===== config.mk =====
export PLATFORM = sky130hd
export DESIGN_NAME = legacy_io_logical_device_config
export DESIGN_NICKNAME = d
export VERILOG_FILES = /design/src/design/lio_cfg_pkg.sv /design/src/design/legacy_io_logical_device_config.sv
export SDC_FILE = /design/constraint.sdc
export NUM_CORES = 1
export LEC_CHECK = 0
export BUFFER_PORTS_ARGS = -buffer_cell sky130_fd_sc_hd__clkbuf_2
export CAP_MARGIN = 20
export CORE_ASPECT_RATIO = 1.5
export CORE_MARGIN = 2
export CORE_UTILIZATION = 59
export CTS_CLUSTER_SIZE = 14
export DETAILED_ROUTE_END_ITERATION = 8
export PLACE_DENSITY = 0.95
export SYNTH_ARGS = -nofsm -noshare
export SYNTH_HDL_FRONTEND = slang
export SYNTH_SLANG_ARGS = --single-unit

===== constraint.sdc =====
create_clock -name mclk -period 8.8 [get_ports mclk]
set_input_delay 0.44 -clock mclk [delete_from_list [all_inputs] [get_ports mclk]]
set_output_delay 0.44 -clock mclk [all_outputs]
set_load 0.05 [all_outputs]

===== src/design/lio_cfg_pkg.sv =====
// constants and carrier types for the logical device configuration bank
package lio_cfg_pkg;

   // ==========================================================
   // bus geometry
   localparam int ADDR_W = 12;
   localparam int DATA_W = 32;
   localparam logic [1:0] DEV_PARALLEL = 2'h0;
   localparam logic [1:0] DEV_SERIAL_ONE = 2'h1;
   localparam logic [1:0] DEV_SERIAL_TWO = 2'h2;
   localparam int DEV_COUNT = 3;
   // byte address = {device[1:0], index[7:0], 2'b00}
   localparam int DEV_LSB = 10;
   localparam int IDX_LSB = 2;

   // ==========================================================
   // register indices; 30h, 60h and 61h exist in every device, the rest are device-private
   localparam logic [7:0] IDX_ACTIVATE = 8'h30;
   localparam logic [7:0] IDX_BASE_HIGH = 8'h60;
   localparam logic [7:0] IDX_BASE_LOW = 8'h61;
   localparam logic [7:0] IDX_IRQ = 8'h70;
   localparam logic [7:0] IDX_DMA = 8'h74;
   localparam logic [7:0] IDX_OPTION = 8'hf0;

   // ==========================================================
   // values after reset, element [n] belongs to device n
   localparam logic ACTIVATE_RST = 1'b1;
   localparam logic [DEV_COUNT-1:0][7:0] BASE_HIGH_RST =
      {8'h02, 8'h03, 8'h03};
   localparam logic [DEV_COUNT-1:0][7:0] BASE_LOW_RST =
      {8'hf8, 8'hf8, 8'h78};
   localparam logic [3:0] PAR_IRQ_RST = 4'h7;
   localparam logic [2:0] PAR_DMA_RST = 3'h4;
   localparam logic [6:0] PAR_OPTION_RST = 7'h3f;
   localparam logic [3:0] SER1_IRQ_RST = 4'h4;
   localparam logic [1:0] SER1_CLK_RST = 2'h0;

   // ==========================================================
   // field positions
   localparam int PAR_MODE_LSB = 0;
   localparam int PAR_THRESH_LSB = 3;
   localparam int PAR_ALIGN_BITS = 2;
   localparam int SER_ALIGN_BITS = 3;
   localparam int EPP_ALIGN_BIT = 2;
   localparam int DMA_OFF_BIT = 2;

   // ==========================================================
   // parallel port mode codes
   localparam logic [2:0] MODE_SPP = 3'h0;
   localparam logic [2:0] MODE_EPP19_SPP = 3'h1;
   localparam logic [2:0] MODE_ECP = 3'h2;
   localparam logic [2:0] MODE_ECP_EPP19 = 3'h3;
   localparam logic [2:0] MODE_PRINTER = 3'h4;
   localparam logic [2:0] MODE_EPP17_SPP = 3'h5;
   localparam logic [2:0] MODE_RESERVED = 3'h6;
   localparam logic [2:0] MODE_ECP_EPP17 = 3'h7;

   // ==========================================================
   // serial clock source: tick ratio numerator / denominator
   localparam logic [1:0] CLK_DIV13 = 2'h0;
   localparam logic [1:0] CLK_DIV12 = 2'h1;
   localparam logic [1:0] CLK_DIV1 = 2'h2;
   localparam logic [1:0] CLK_DIV1625 = 2'h3;
   localparam logic [3:0][4:0] CLK_NUM = {5'd8, 5'd1, 5'd1, 5'd1};
   localparam logic [3:0][4:0] CLK_DEN = {5'd13, 5'd1, 5'd12, 5'd13};

   // ==========================================================
   // carriers
   typedef struct packed {
      logic active;
      logic decode_en;
      logic [11:0] base;
      logic [3:0] irq;
      logic dma_on;
      logic [1:0] dma_chan;
      logic mode_valid;
      logic [2:0] mode;
      logic epp_on;
      logic ecp_on;
      logic [3:0] fifo_threshold;
   } parallel_cfg_t;

   typedef struct packed {
      logic active;
      logic decode_en;
      logic [11:0] base;
   } serial_cfg_t;

endpackage


===== src/design/legacy_io_logical_device_config.sv =====
// configuration register bank for parallel port and two serial ports
//
// Operation
// RULE_01 - activation bit 0 enables each device; bits 7..1 reserved, read zero
// RULE_02 - parallel base 100h..FFCh on four bytes; no EPP when only four-aligned
// RULE_03 - parallel base on eight-byte boundary supports every mode, EPP included
// RULE_04 - parallel base registers reset to 03h and 78h, base 378h
// RULE_05 - parallel interrupt select in bits 3..0, upper reserved, reset 07h
// RULE_06 - parallel DMA codes 000..011 pick channel 0..3; 1xx no DMA; reset 04h
// RULE_07 - parallel mode field applies only while global override bit is zero
// RULE_08 - mode codes 000 SPP, 001 EPP1.9, 010 ECP, 011 ECP+EPP1.9, 100 printer
// RULE_09 - 101 EPP1.7, 111 ECP+EPP1.7, 110 reserved; register resets to 3Fh
// RULE_10 - first serial base 100h..FF8h on eight-byte boundary
// RULE_11 - first serial base registers reset to 03h and F8h, base 3F8h
// RULE_12 - first serial interrupt select in bits 3..0, upper reserved, reset 04h
// RULE_13 - first serial clock 24 MHz/13 for code 00, 24 MHz/12 for 01, reset 00h
// RULE_14 - second serial base 100h..FF8h on eight-byte boundary
// RULE_15 - second serial base registers reset to 02h and F8h, base 2F8h
// RULE_16 - 60h holds base high byte, 61h low byte; alignment bits ignored
// RULE_17 - clock code 10 gives undivided 24 MHz, 11 gives 24 MHz/1.625
// RULE_18 - mode register bits 6..3 stored and driven out as ECP FIFO threshold
`timescale 1ns/100ps
`default_nettype none

module legacy_io_logical_device_config
   import lio_cfg_pkg::*;
(
   // clock, reset, freeze
   input wire logic mclk,
   input wire logic resetn,
   input wire logic clk_en,

   // avalon-mm slave
   input wire logic [ADDR_W-1:0] address,
   input wire logic read,
   input wire logic write,
   input wire logic [3:0] byteenable,
   input wire logic [DATA_W-1:0] writedata,
   output logic [DATA_W-1:0] readdata,
   output logic waitrequest,

   // global option register bit, same clock
   input wire logic global_mode_override_bit,

   // 24 MHz reference strobe, same clock
   input wire logic ref_tick,

   // decoded configuration
   output parallel_cfg_t parallel_port_cfg,
   output serial_cfg_t serial_one_cfg,
   output serial_cfg_t serial_two_cfg,
   output logic [3:0] serial_one_irq,
   output logic serial_one_clk_tick
);

   // ==========================================================
   // reset release
   logic rst_meta;
   logic rst_n;

   // async assert, release through two flops
   // rst_meta feeds rst_n only
   always_ff @(posedge mclk or negedge resetn) begin
      if (!resetn) begin
         rst_meta <= 1'b0;
         rst_n <= 1'b0;
      end else begin
         rst_meta <= 1'b1;
         rst_n <= rst_meta;
      end
   end

   // ==========================================================
   // address decode
   logic [1:0] dev_sel;
   logic [7:0] idx;
   logic word_ok;
   logic wr_take;
   logic [7:0] wr_byte;

   // only lane 0 carries data; other lanes are ignored
   assign dev_sel = address[DEV_LSB +: 2];
   assign idx = address[IDX_LSB +: 8];
   // slot 3 and misaligned words are unmapped
   assign word_ok = (address[1:0] == 2'h0) &&
      (dev_sel != 2'h3);

   // a write lands where waitrequest is low
   assign wr_take = write && !waitrequest &&
      byteenable[0] && word_ok;
   assign wr_byte = writedata[7:0];

   // ==========================================================
   // per-device activation and base address
   logic [DEV_COUNT-1:0] activate;
   logic [7:0] base_high [DEV_COUNT];
   logic [7:0] base_low [DEV_COUNT];

   genvar g;
   generate
      for (g = 0; g < DEV_COUNT; g = g + 1) begin : gen_dev
         // one copy of the common registers per logical device
         always_ff @(posedge mclk or negedge rst_n) begin
            if (!rst_n) begin
               activate[g] <= ACTIVATE_RST; // RULE_01
               base_high[g] <= BASE_HIGH_RST[g]; // RULE_04 RULE_15
               base_low[g] <= BASE_LOW_RST[g]; // RULE_11
            end else if (clk_en && wr_take &&
               dev_sel == 2'(g)) begin
               // only the addressed device stores
               if (idx == IDX_ACTIVATE) begin
                  activate[g] <= wr_byte[0]; // RULE_01
               end

               if (idx == IDX_BASE_HIGH) begin
                  base_high[g] <= wr_byte; // RULE_16
               end
               if (idx == IDX_BASE_LOW) begin
                  base_low[g] <= wr_byte; // RULE_16
               end
            end
         end
      end
   endgenerate

   // ==========================================================
   // parallel port private registers
   logic [3:0] par_irq;
   logic [2:0] par_dma;
   logic [6:0] par_option;
   logic par_hit;

   // write strobe for the parallel port only
   assign par_hit = clk_en && wr_take &&
      dev_sel == DEV_PARALLEL;

   // interrupt line, DMA routing, mode and fifo threshold
   always_ff @(posedge mclk or negedge rst_n) begin
      if (!rst_n) begin
         par_irq <= PAR_IRQ_RST; // RULE_05
         par_dma <= PAR_DMA_RST; // RULE_06
         par_option <= PAR_OPTION_RST; // RULE_09
      end else if (par_hit) begin
         if (idx == IDX_IRQ) begin
            par_irq <= wr_byte[3:0]; // RULE_05
         end

         if (idx == IDX_DMA) begin
            par_dma <= wr_byte[2:0]; // RULE_06
         end

         if (idx == IDX_OPTION) begin
            par_option <= wr_byte[6:0]; // RULE_18
         end
      end
   end

   // ==========================================================
   // first serial port private registers
   logic [3:0] ser1_irq;
   logic [1:0] ser1_clk;
   logic ser1_hit;

   // write strobe for the first serial port only
   assign ser1_hit = clk_en && wr_take &&
      dev_sel == DEV_SERIAL_ONE;

   // interrupt line and clock source
   always_ff @(posedge mclk or negedge rst_n) begin
      if (!rst_n) begin
         ser1_irq <= SER1_IRQ_RST; // RULE_12
         ser1_clk <= SER1_CLK_RST; // RULE_13
      end else if (ser1_hit) begin
         if (idx == IDX_IRQ) begin
            ser1_irq <= wr_byte[3:0]; // RULE_12
         end

         if (idx == IDX_OPTION) begin
            ser1_clk <= wr_byte[1:0]; // RULE_13
         end
      end
   end

   // ==========================================================
   // read mux; reserved bits and unmapped words read zero
   logic [7:0] next_rd;

   // dev_sel is safe to index once word_ok holds
   always_comb begin
      next_rd = 8'h00;
      if (word_ok) begin
         case (idx)
            IDX_ACTIVATE: next_rd = {7'h00, activate[dev_sel]}; // RULE_01
            IDX_BASE_HIGH: next_rd = base_high[dev_sel];
            IDX_BASE_LOW: next_rd = base_low[dev_sel];
            // device-private registers
            IDX_IRQ: begin
               if (dev_sel == DEV_PARALLEL) begin
                  next_rd = {4'h0, par_irq};
               end else if (dev_sel == DEV_SERIAL_ONE) begin
                  next_rd = {4'h0, ser1_irq};
               end
            end
            IDX_DMA: begin
               if (dev_sel == DEV_PARALLEL) begin
                  next_rd = {5'h00, par_dma};
               end
            end
            IDX_OPTION: begin
               if (dev_sel == DEV_PARALLEL) begin
                  next_rd = {1'b0, par_option};
               end else if (dev_sel == DEV_SERIAL_ONE) begin
                  next_rd = {6'h00, ser1_clk};
               end
            end
            default: next_rd = 8'h00;
         endcase
      end
   end

   // ==========================================================
   // bus handshake: every access answers exactly one edge later
   // waitrequest idles high so no access completes in its first cycle
   // clk_en low stalls an access in flight
   always_ff @(posedge mclk or negedge rst_n) begin
      if (!rst_n) begin
         waitrequest <= 1'b1;
      end else if (clk_en) begin
         waitrequest <= !((read || write) && waitrequest);
      end
   end

   // read data captured while waitrequest is still high
   always_ff @(posedge mclk or negedge rst_n) begin
      if (!rst_n) begin
         readdata <= '0;
      end else if (clk_en && read && waitrequest) begin
         readdata <= {24'h000000, next_rd};
      end
   end

   // ==========================================================
   // decode helpers for the parallel port
   logic par_mode_valid;
   logic [2:0] par_mode;
   logic par_aligned8;
   logic par_ecp;

   // override bit hands mode control to the global register
   assign par_mode_valid = !global_mode_override_bit; // RULE_07
   assign par_mode = par_mode_valid ?
      par_option[PAR_MODE_LSB +: 3] : MODE_SPP; // RULE_07
   assign par_aligned8 = !base_low[DEV_PARALLEL][EPP_ALIGN_BIT]; // RULE_03

   // modes carrying an ECP engine; reserved code carries none
   always_comb begin
      case (par_mode)
         MODE_ECP: par_ecp = 1'b1; // RULE_08
         MODE_ECP_EPP19: par_ecp = 1'b1; // RULE_08
         MODE_ECP_EPP17: par_ecp = 1'b1; // RULE_09
         MODE_RESERVED: par_ecp = 1'b0; // RULE_09
         default: par_ecp = 1'b0;
      endcase
   end

   // ==========================================================
   // registered configuration for the parallel port
   // one cycle behind the registers; keeps outputs glitch free
   // base below 100h keeps decode off
   always_ff @(posedge mclk or negedge rst_n) begin
      if (!rst_n) begin
         parallel_port_cfg <= '0;
      end else if (clk_en) begin
         // enable and window
         parallel_port_cfg.active <= activate[DEV_PARALLEL]; // RULE_01
         parallel_port_cfg.decode_en <= activate[DEV_PARALLEL] &&
            base_high[DEV_PARALLEL][7:4] == 4'h0 &&
            base_high[DEV_PARALLEL][3:0] != 4'h0; // RULE_02
         parallel_port_cfg.base <= {base_high[DEV_PARALLEL][3:0],
            base_low[DEV_PARALLEL][7:PAR_ALIGN_BITS],
            2'b00}; // RULE_16

         // interrupt and dma routing
         parallel_port_cfg.irq <= par_irq; // RULE_05
         parallel_port_cfg.dma_on <= !par_dma[DMA_OFF_BIT]; // RULE_06
         parallel_port_cfg.dma_chan <= par_dma[1:0]; // RULE_06

         // mode selection
         parallel_port_cfg.mode_valid <= par_mode_valid; // RULE_07
         parallel_port_cfg.mode <= par_mode; // RULE_08
         // odd codes carry EPP, except at four-byte alignment
         parallel_port_cfg.epp_on <= par_mode_valid && par_mode[0] &&
            par_aligned8; // RULE_02
         parallel_port_cfg.ecp_on <= par_mode_valid && par_ecp; // RULE_08

         // ecp fifo threshold
         parallel_port_cfg.fifo_threshold <=
            par_option[PAR_THRESH_LSB +: 4]; // RULE_18
      end
   end

   // ==========================================================
   // registered configuration for both serial ports
   always_ff @(posedge mclk or negedge rst_n) begin
      if (!rst_n) begin
         serial_one_cfg <= '0;
         serial_two_cfg <= '0;
         serial_one_irq <= SER1_IRQ_RST;
      end else if (clk_en) begin
         // first serial port
         serial_one_cfg.active <= activate[DEV_SERIAL_ONE];
         serial_one_cfg.decode_en <= activate[DEV_SERIAL_ONE] &&
            base_high[DEV_SERIAL_ONE][7:4] == 4'h0 &&
            base_high[DEV_SERIAL_ONE][3:0] != 4'h0; // RULE_10
         serial_one_cfg.base <= {base_high[DEV_SERIAL_ONE][3:0],
            base_low[DEV_SERIAL_ONE][7:SER_ALIGN_BITS],
            3'b000}; // RULE_10

         // second serial port
         serial_two_cfg.active <= activate[DEV_SERIAL_TWO];
         serial_two_cfg.decode_en <= activate[DEV_SERIAL_TWO] &&
            base_high[DEV_SERIAL_TWO][7:4] == 4'h0 &&
            base_high[DEV_SERIAL_TWO][3:0] != 4'h0; // RULE_14
         serial_two_cfg.base <= {base_high[DEV_SERIAL_TWO][3:0],
            base_low[DEV_SERIAL_TWO][7:SER_ALIGN_BITS],
            3'b000}; // RULE_14

         // first serial interrupt line
         serial_one_irq <= ser1_irq; // RULE_12
      end
   end

   // ==========================================================
   // first serial clock source: fractional divider on ref_tick
   // ratio num/den covers /13, /12, /1 and /1.625 with one adder
   // tick is an mclk strobe, not a clock
   logic [4:0] div_acc;
   logic [4:0] div_num;
   logic [4:0] div_den;
   logic [4:0] div_sum;

   // ratio picked by the stored code
   assign div_num = CLK_NUM[ser1_clk]; // RULE_17
   assign div_den = CLK_DEN[ser1_clk]; // RULE_13

   // acc below 13, num at most 8: sum fits
   assign div_sum = 5'(div_acc + div_num);

   // acc kept across code changes;
   // first period after a change may differ
   always_ff @(posedge mclk or negedge rst_n) begin
      if (!rst_n) begin
         div_acc <= 5'h00;
         serial_one_clk_tick <= 1'b0;
      end else if (clk_en) begin
         // low unless a carry occurs
         serial_one_clk_tick <= 1'b0;
         if (ref_tick) begin
            if (div_sum >= div_den) begin
               div_acc <= 5'(div_sum - div_den); // RULE_13
               serial_one_clk_tick <= 1'b1; // RULE_17
            end else begin
               div_acc <= div_sum;
            end
         end
      end
   end

endmodule

`default_nettype wire


==> out/results.ini <==
[run_status]
status=complete, no violations

[place]
port_buffers=92
hpwl_microns=10500
dp_slack_ps=5670
gp_congestion=0.937
dp_cells=766

[layout]
antenna_cells=0
nets=699
drive_gt1_share_pct=45.8
syn_to_final_growth_pct=15.0
stdcell_count=800

[global_route]
grt_pass1_vias=4884
grt_pass1_wl_microns=26000
grt_max_degree=77
overflow=0
track_usage_pct=27.0
antenna_found_initial=0

[timing]
rsz0062_at_grt=false
min_period_ps=2790
relSlewSlack_pct=32.1
max_freq_mhz=358
setup_tns_ps=0
fin_crit_sh_pct=31.7
slew_violations=0
setup_viol=0
worst_pin_slew_ps=1020
fin_skew_ps=7.38
hold_viol=0
fin_ws_ps=6010

[logic_synthesis]
synth_mux_area_share_pct=23.9
syn-cell-area_sq_um=6870
synth-xor-area-share_pct=0.637
syn_inst=544
synthFlopType=dfrtp_1
synth-compound-area-share_pct=6.34
async_flop_share_pct=100
synth_top_family_by_area=multiplexers
ys_ff_latch=143
yosys_warnings=0
synth-edff-count=0
synth.avg_cell_area_sq_um=12.6
synthAdderAreaFrac_pct=1.27
synth-simple-area-share_pct=9.63
synth_cell_types=55
ys_seq_area_share_pct=52.7

[worst_setup_path]
critPathArrivalTime_ps=3100
critPathKind=reg2reg
critPathCaptureType=register
critPathMaxFanout=8
required_ps=9110
r2r_cells=10
start_kind=register

[clock_tree]
h-tree-depth=4
root_buffer=clkbuf_16
clock-sinks=143
insertion_delay_ps=420
numCtsBuffers=17
cts_resized=0
clockBufferDepth=2
clk_pin_slew_ps=60
cts_tree=yes

[routing]
vias_per_cell=6.04
ant_nets=0
drt-initial-drc-count=378
dr_total_vias=4828
drt_wl_total_microns=16200
dr.pass1.iters=5
routedWlPerCell_microns=20.2
drc=0

[floorplanning]
dieArea_sq_um=12500
dieHeight_microns=136
io_pins=152
start_util_pct=60.2
coreArea_sq_um=11400
die_w_microns=92.1
rows=48

[power_and_ir_drop]
p_per_area_nw_per_um2=203
vdd_drop_max_mv=0.138
leakagePower_nw=3.87

[min_path]
hold_depth=2
hold_class=in2reg

[job]
maxCapViolCount=0

synthesized netlist by cell type, drive strengths merged (4+ instances only):
cell type	number	share of area, %
a21oi	9	0.66
a22oi	7	0.76
a31oi	4	0.36
and2	4	0.36
buf	45	4.3
clkbuf	9	0.51
dfrtp	108	39
dfstp	35	13
ha	7	1.3
inv	10	0.55
mux2	121	20
mux2i	28	4.1
nand2	26	1.5
nand2b	7	0.64
nand3	10	0.73
nand3b	4	0.44
nor2	22	1.4
nor2b	5	0.46
nor3	8	0.82
nor4	9	1.1
o21ai	18	1.3
o2bb2ai	8	1.0
xnor2	4	0.51
cell type report:
cell class                 instances  area (sq um)
multi-input combinational        368          3000
tap                              150           188
clock inverter                    13           114
timing repair buffer              97           500
sequential                       143          3630
fill                             781          3510
clock buffer                      19           443
inverter                          10          37.5
cells in the final DEF (no fill, tap or decap), types with 3 or more instances in the layout:
| cell | Yosys | routed |
|---|---|---|
| nand3_1 | 10 | 10 |
| o2bb2ai_1 | 8 | 8 |
| and3_1 | 3 | 3 |
| nand3b_1 | 4 | 4 |
| a211o_1 | 3 | 3 |
| nor2_1 | 18 | 18 |
| clkbuf_2 | 1 | 92 |
| o21ai_0 | 18 | 18 |
| ha_1 | 7 | 7 |
| nor4_1 | 7 | 7 |
| clkbuf_16 | 0 | 17 |
| clkinv_4 | 0 | 3 |
| nand4_1 | 3 | 3 |
| a22o_1 | 3 | 3 |
| dfstp_2 | 35 | 35 |
| xnor2_1 | 4 | 4 |
| inv_1 | 10 | 10 |
| nand2b_1 | 7 | 7 |
| nand2_1 | 25 | 25 |
| dfrtp_1 | 108 | 107 |
| nor2_2 | 3 | 3 |
| nor2b_1 | 5 | 5 |
| a21oi_1 | 9 | 9 |
| a31oi_1 | 4 | 4 |
| nor3_1 | 6 | 6 |
| conb_1 | 2 | 33 |
| mux2_2 | 121 | 121 |
| and2_1 | 4 | 4 |
| mux2i_1 | 28 | 28 |
| a22oi_1 | 7 | 7 |
| buf_4 | 32 | 4 |
| clkinv_2 | 0 | 5 |
repair_timing:
| item | CTS | global route |
|---|---|---|
| buffers inserted | 0 | 0 |
| hold buffers | 1 | 0 |
| endpoints found under the hold margin | 2 | 0 |
| setup endpoints to repair | 0 | 0 |
path summary, 6_finish.rpt:
kind	start	to	slack (ps)
worst min register to register	rst_meta$_DFF_PN0_	rst_n$_DFF_PN0_	360
worst max-delay path	ser1_clk[0]$_DFFE_PN0P_	div_acc[0]$_DFFE_PN0P_	6010
worst max register to register	ser1_clk[0]$_DFFE_PN0P_	div_acc[0]$_DFFE_PN0P_	6010
max in group asynchronous	rst_n$_DFF_PN0_	parallel_port_cfg[6]$_DFFE_PN0P_	6910
worst min-delay path	global_mode_override_bit	parallel_port_cfg[9]$_DFFE_PN0P_	280
min in group asynchronous	resetn	rst_n$_DFF_PN0_	330
logic make-up (layout without fill, tap and decap cells):
logic type | count (synthesis) | in the layout
buf+inv | 64 | 139
fa+ha+maj | 7 | 7
other cells | 2 | 33
compound gates | 64 | 64
simple gates | 110 | 110
xor+xnor | 5 | 5
mux | 149 | 149
flops | 143 | 143
flip-flops by register name, summed over array words and instances (netlist names), 5 cells and up:
name               cells
base_low              24
serial_two_cfg        11
serial_one_cfg        11
readdata               8
div_acc                5
parallel_port_cfg     29
par_option             7
base_high             24
power by group:
part	switching [mW]	leakage, nW	internal, mW
sequential	0.0201	1.84	0.675
combinational	0.155	1.75	0.0831
clock	0.276	0.273	0.396
metrics by stage:
stage	util, %	area, sq um	power (mW)	hold WS [ps]
2_1_floorplan	-	6990	0.901	144
3_3_place_gp	64.2	7330	0.935	225
3_5_place_dp	64.2	7330	0.943	229
4_1_cts	69.2	7900	1.61	272
5_1_grt	69.3	7900	1.67	280
6_report	69.3	7900	1.61	279
critical path, stage by stage, from the launching register on:
cell and delay (ps):
dfrtp_1 420, nand2_1 100, ha_1 210, ha_1 230, xor2_1 160, ha_1 330, o21ai_0 260, a31oi_1 90
nor3_2 480, nor3_1 100, a211o_1 290
metal layers:
metal	global-route usage, %	wire length, microns
met4	15.1	758
met3	6.26	907
met1	32.3	6060
met2	45.1	8470
met5	0	0
No activity file was read; power rests on OpenSTA's default activity.
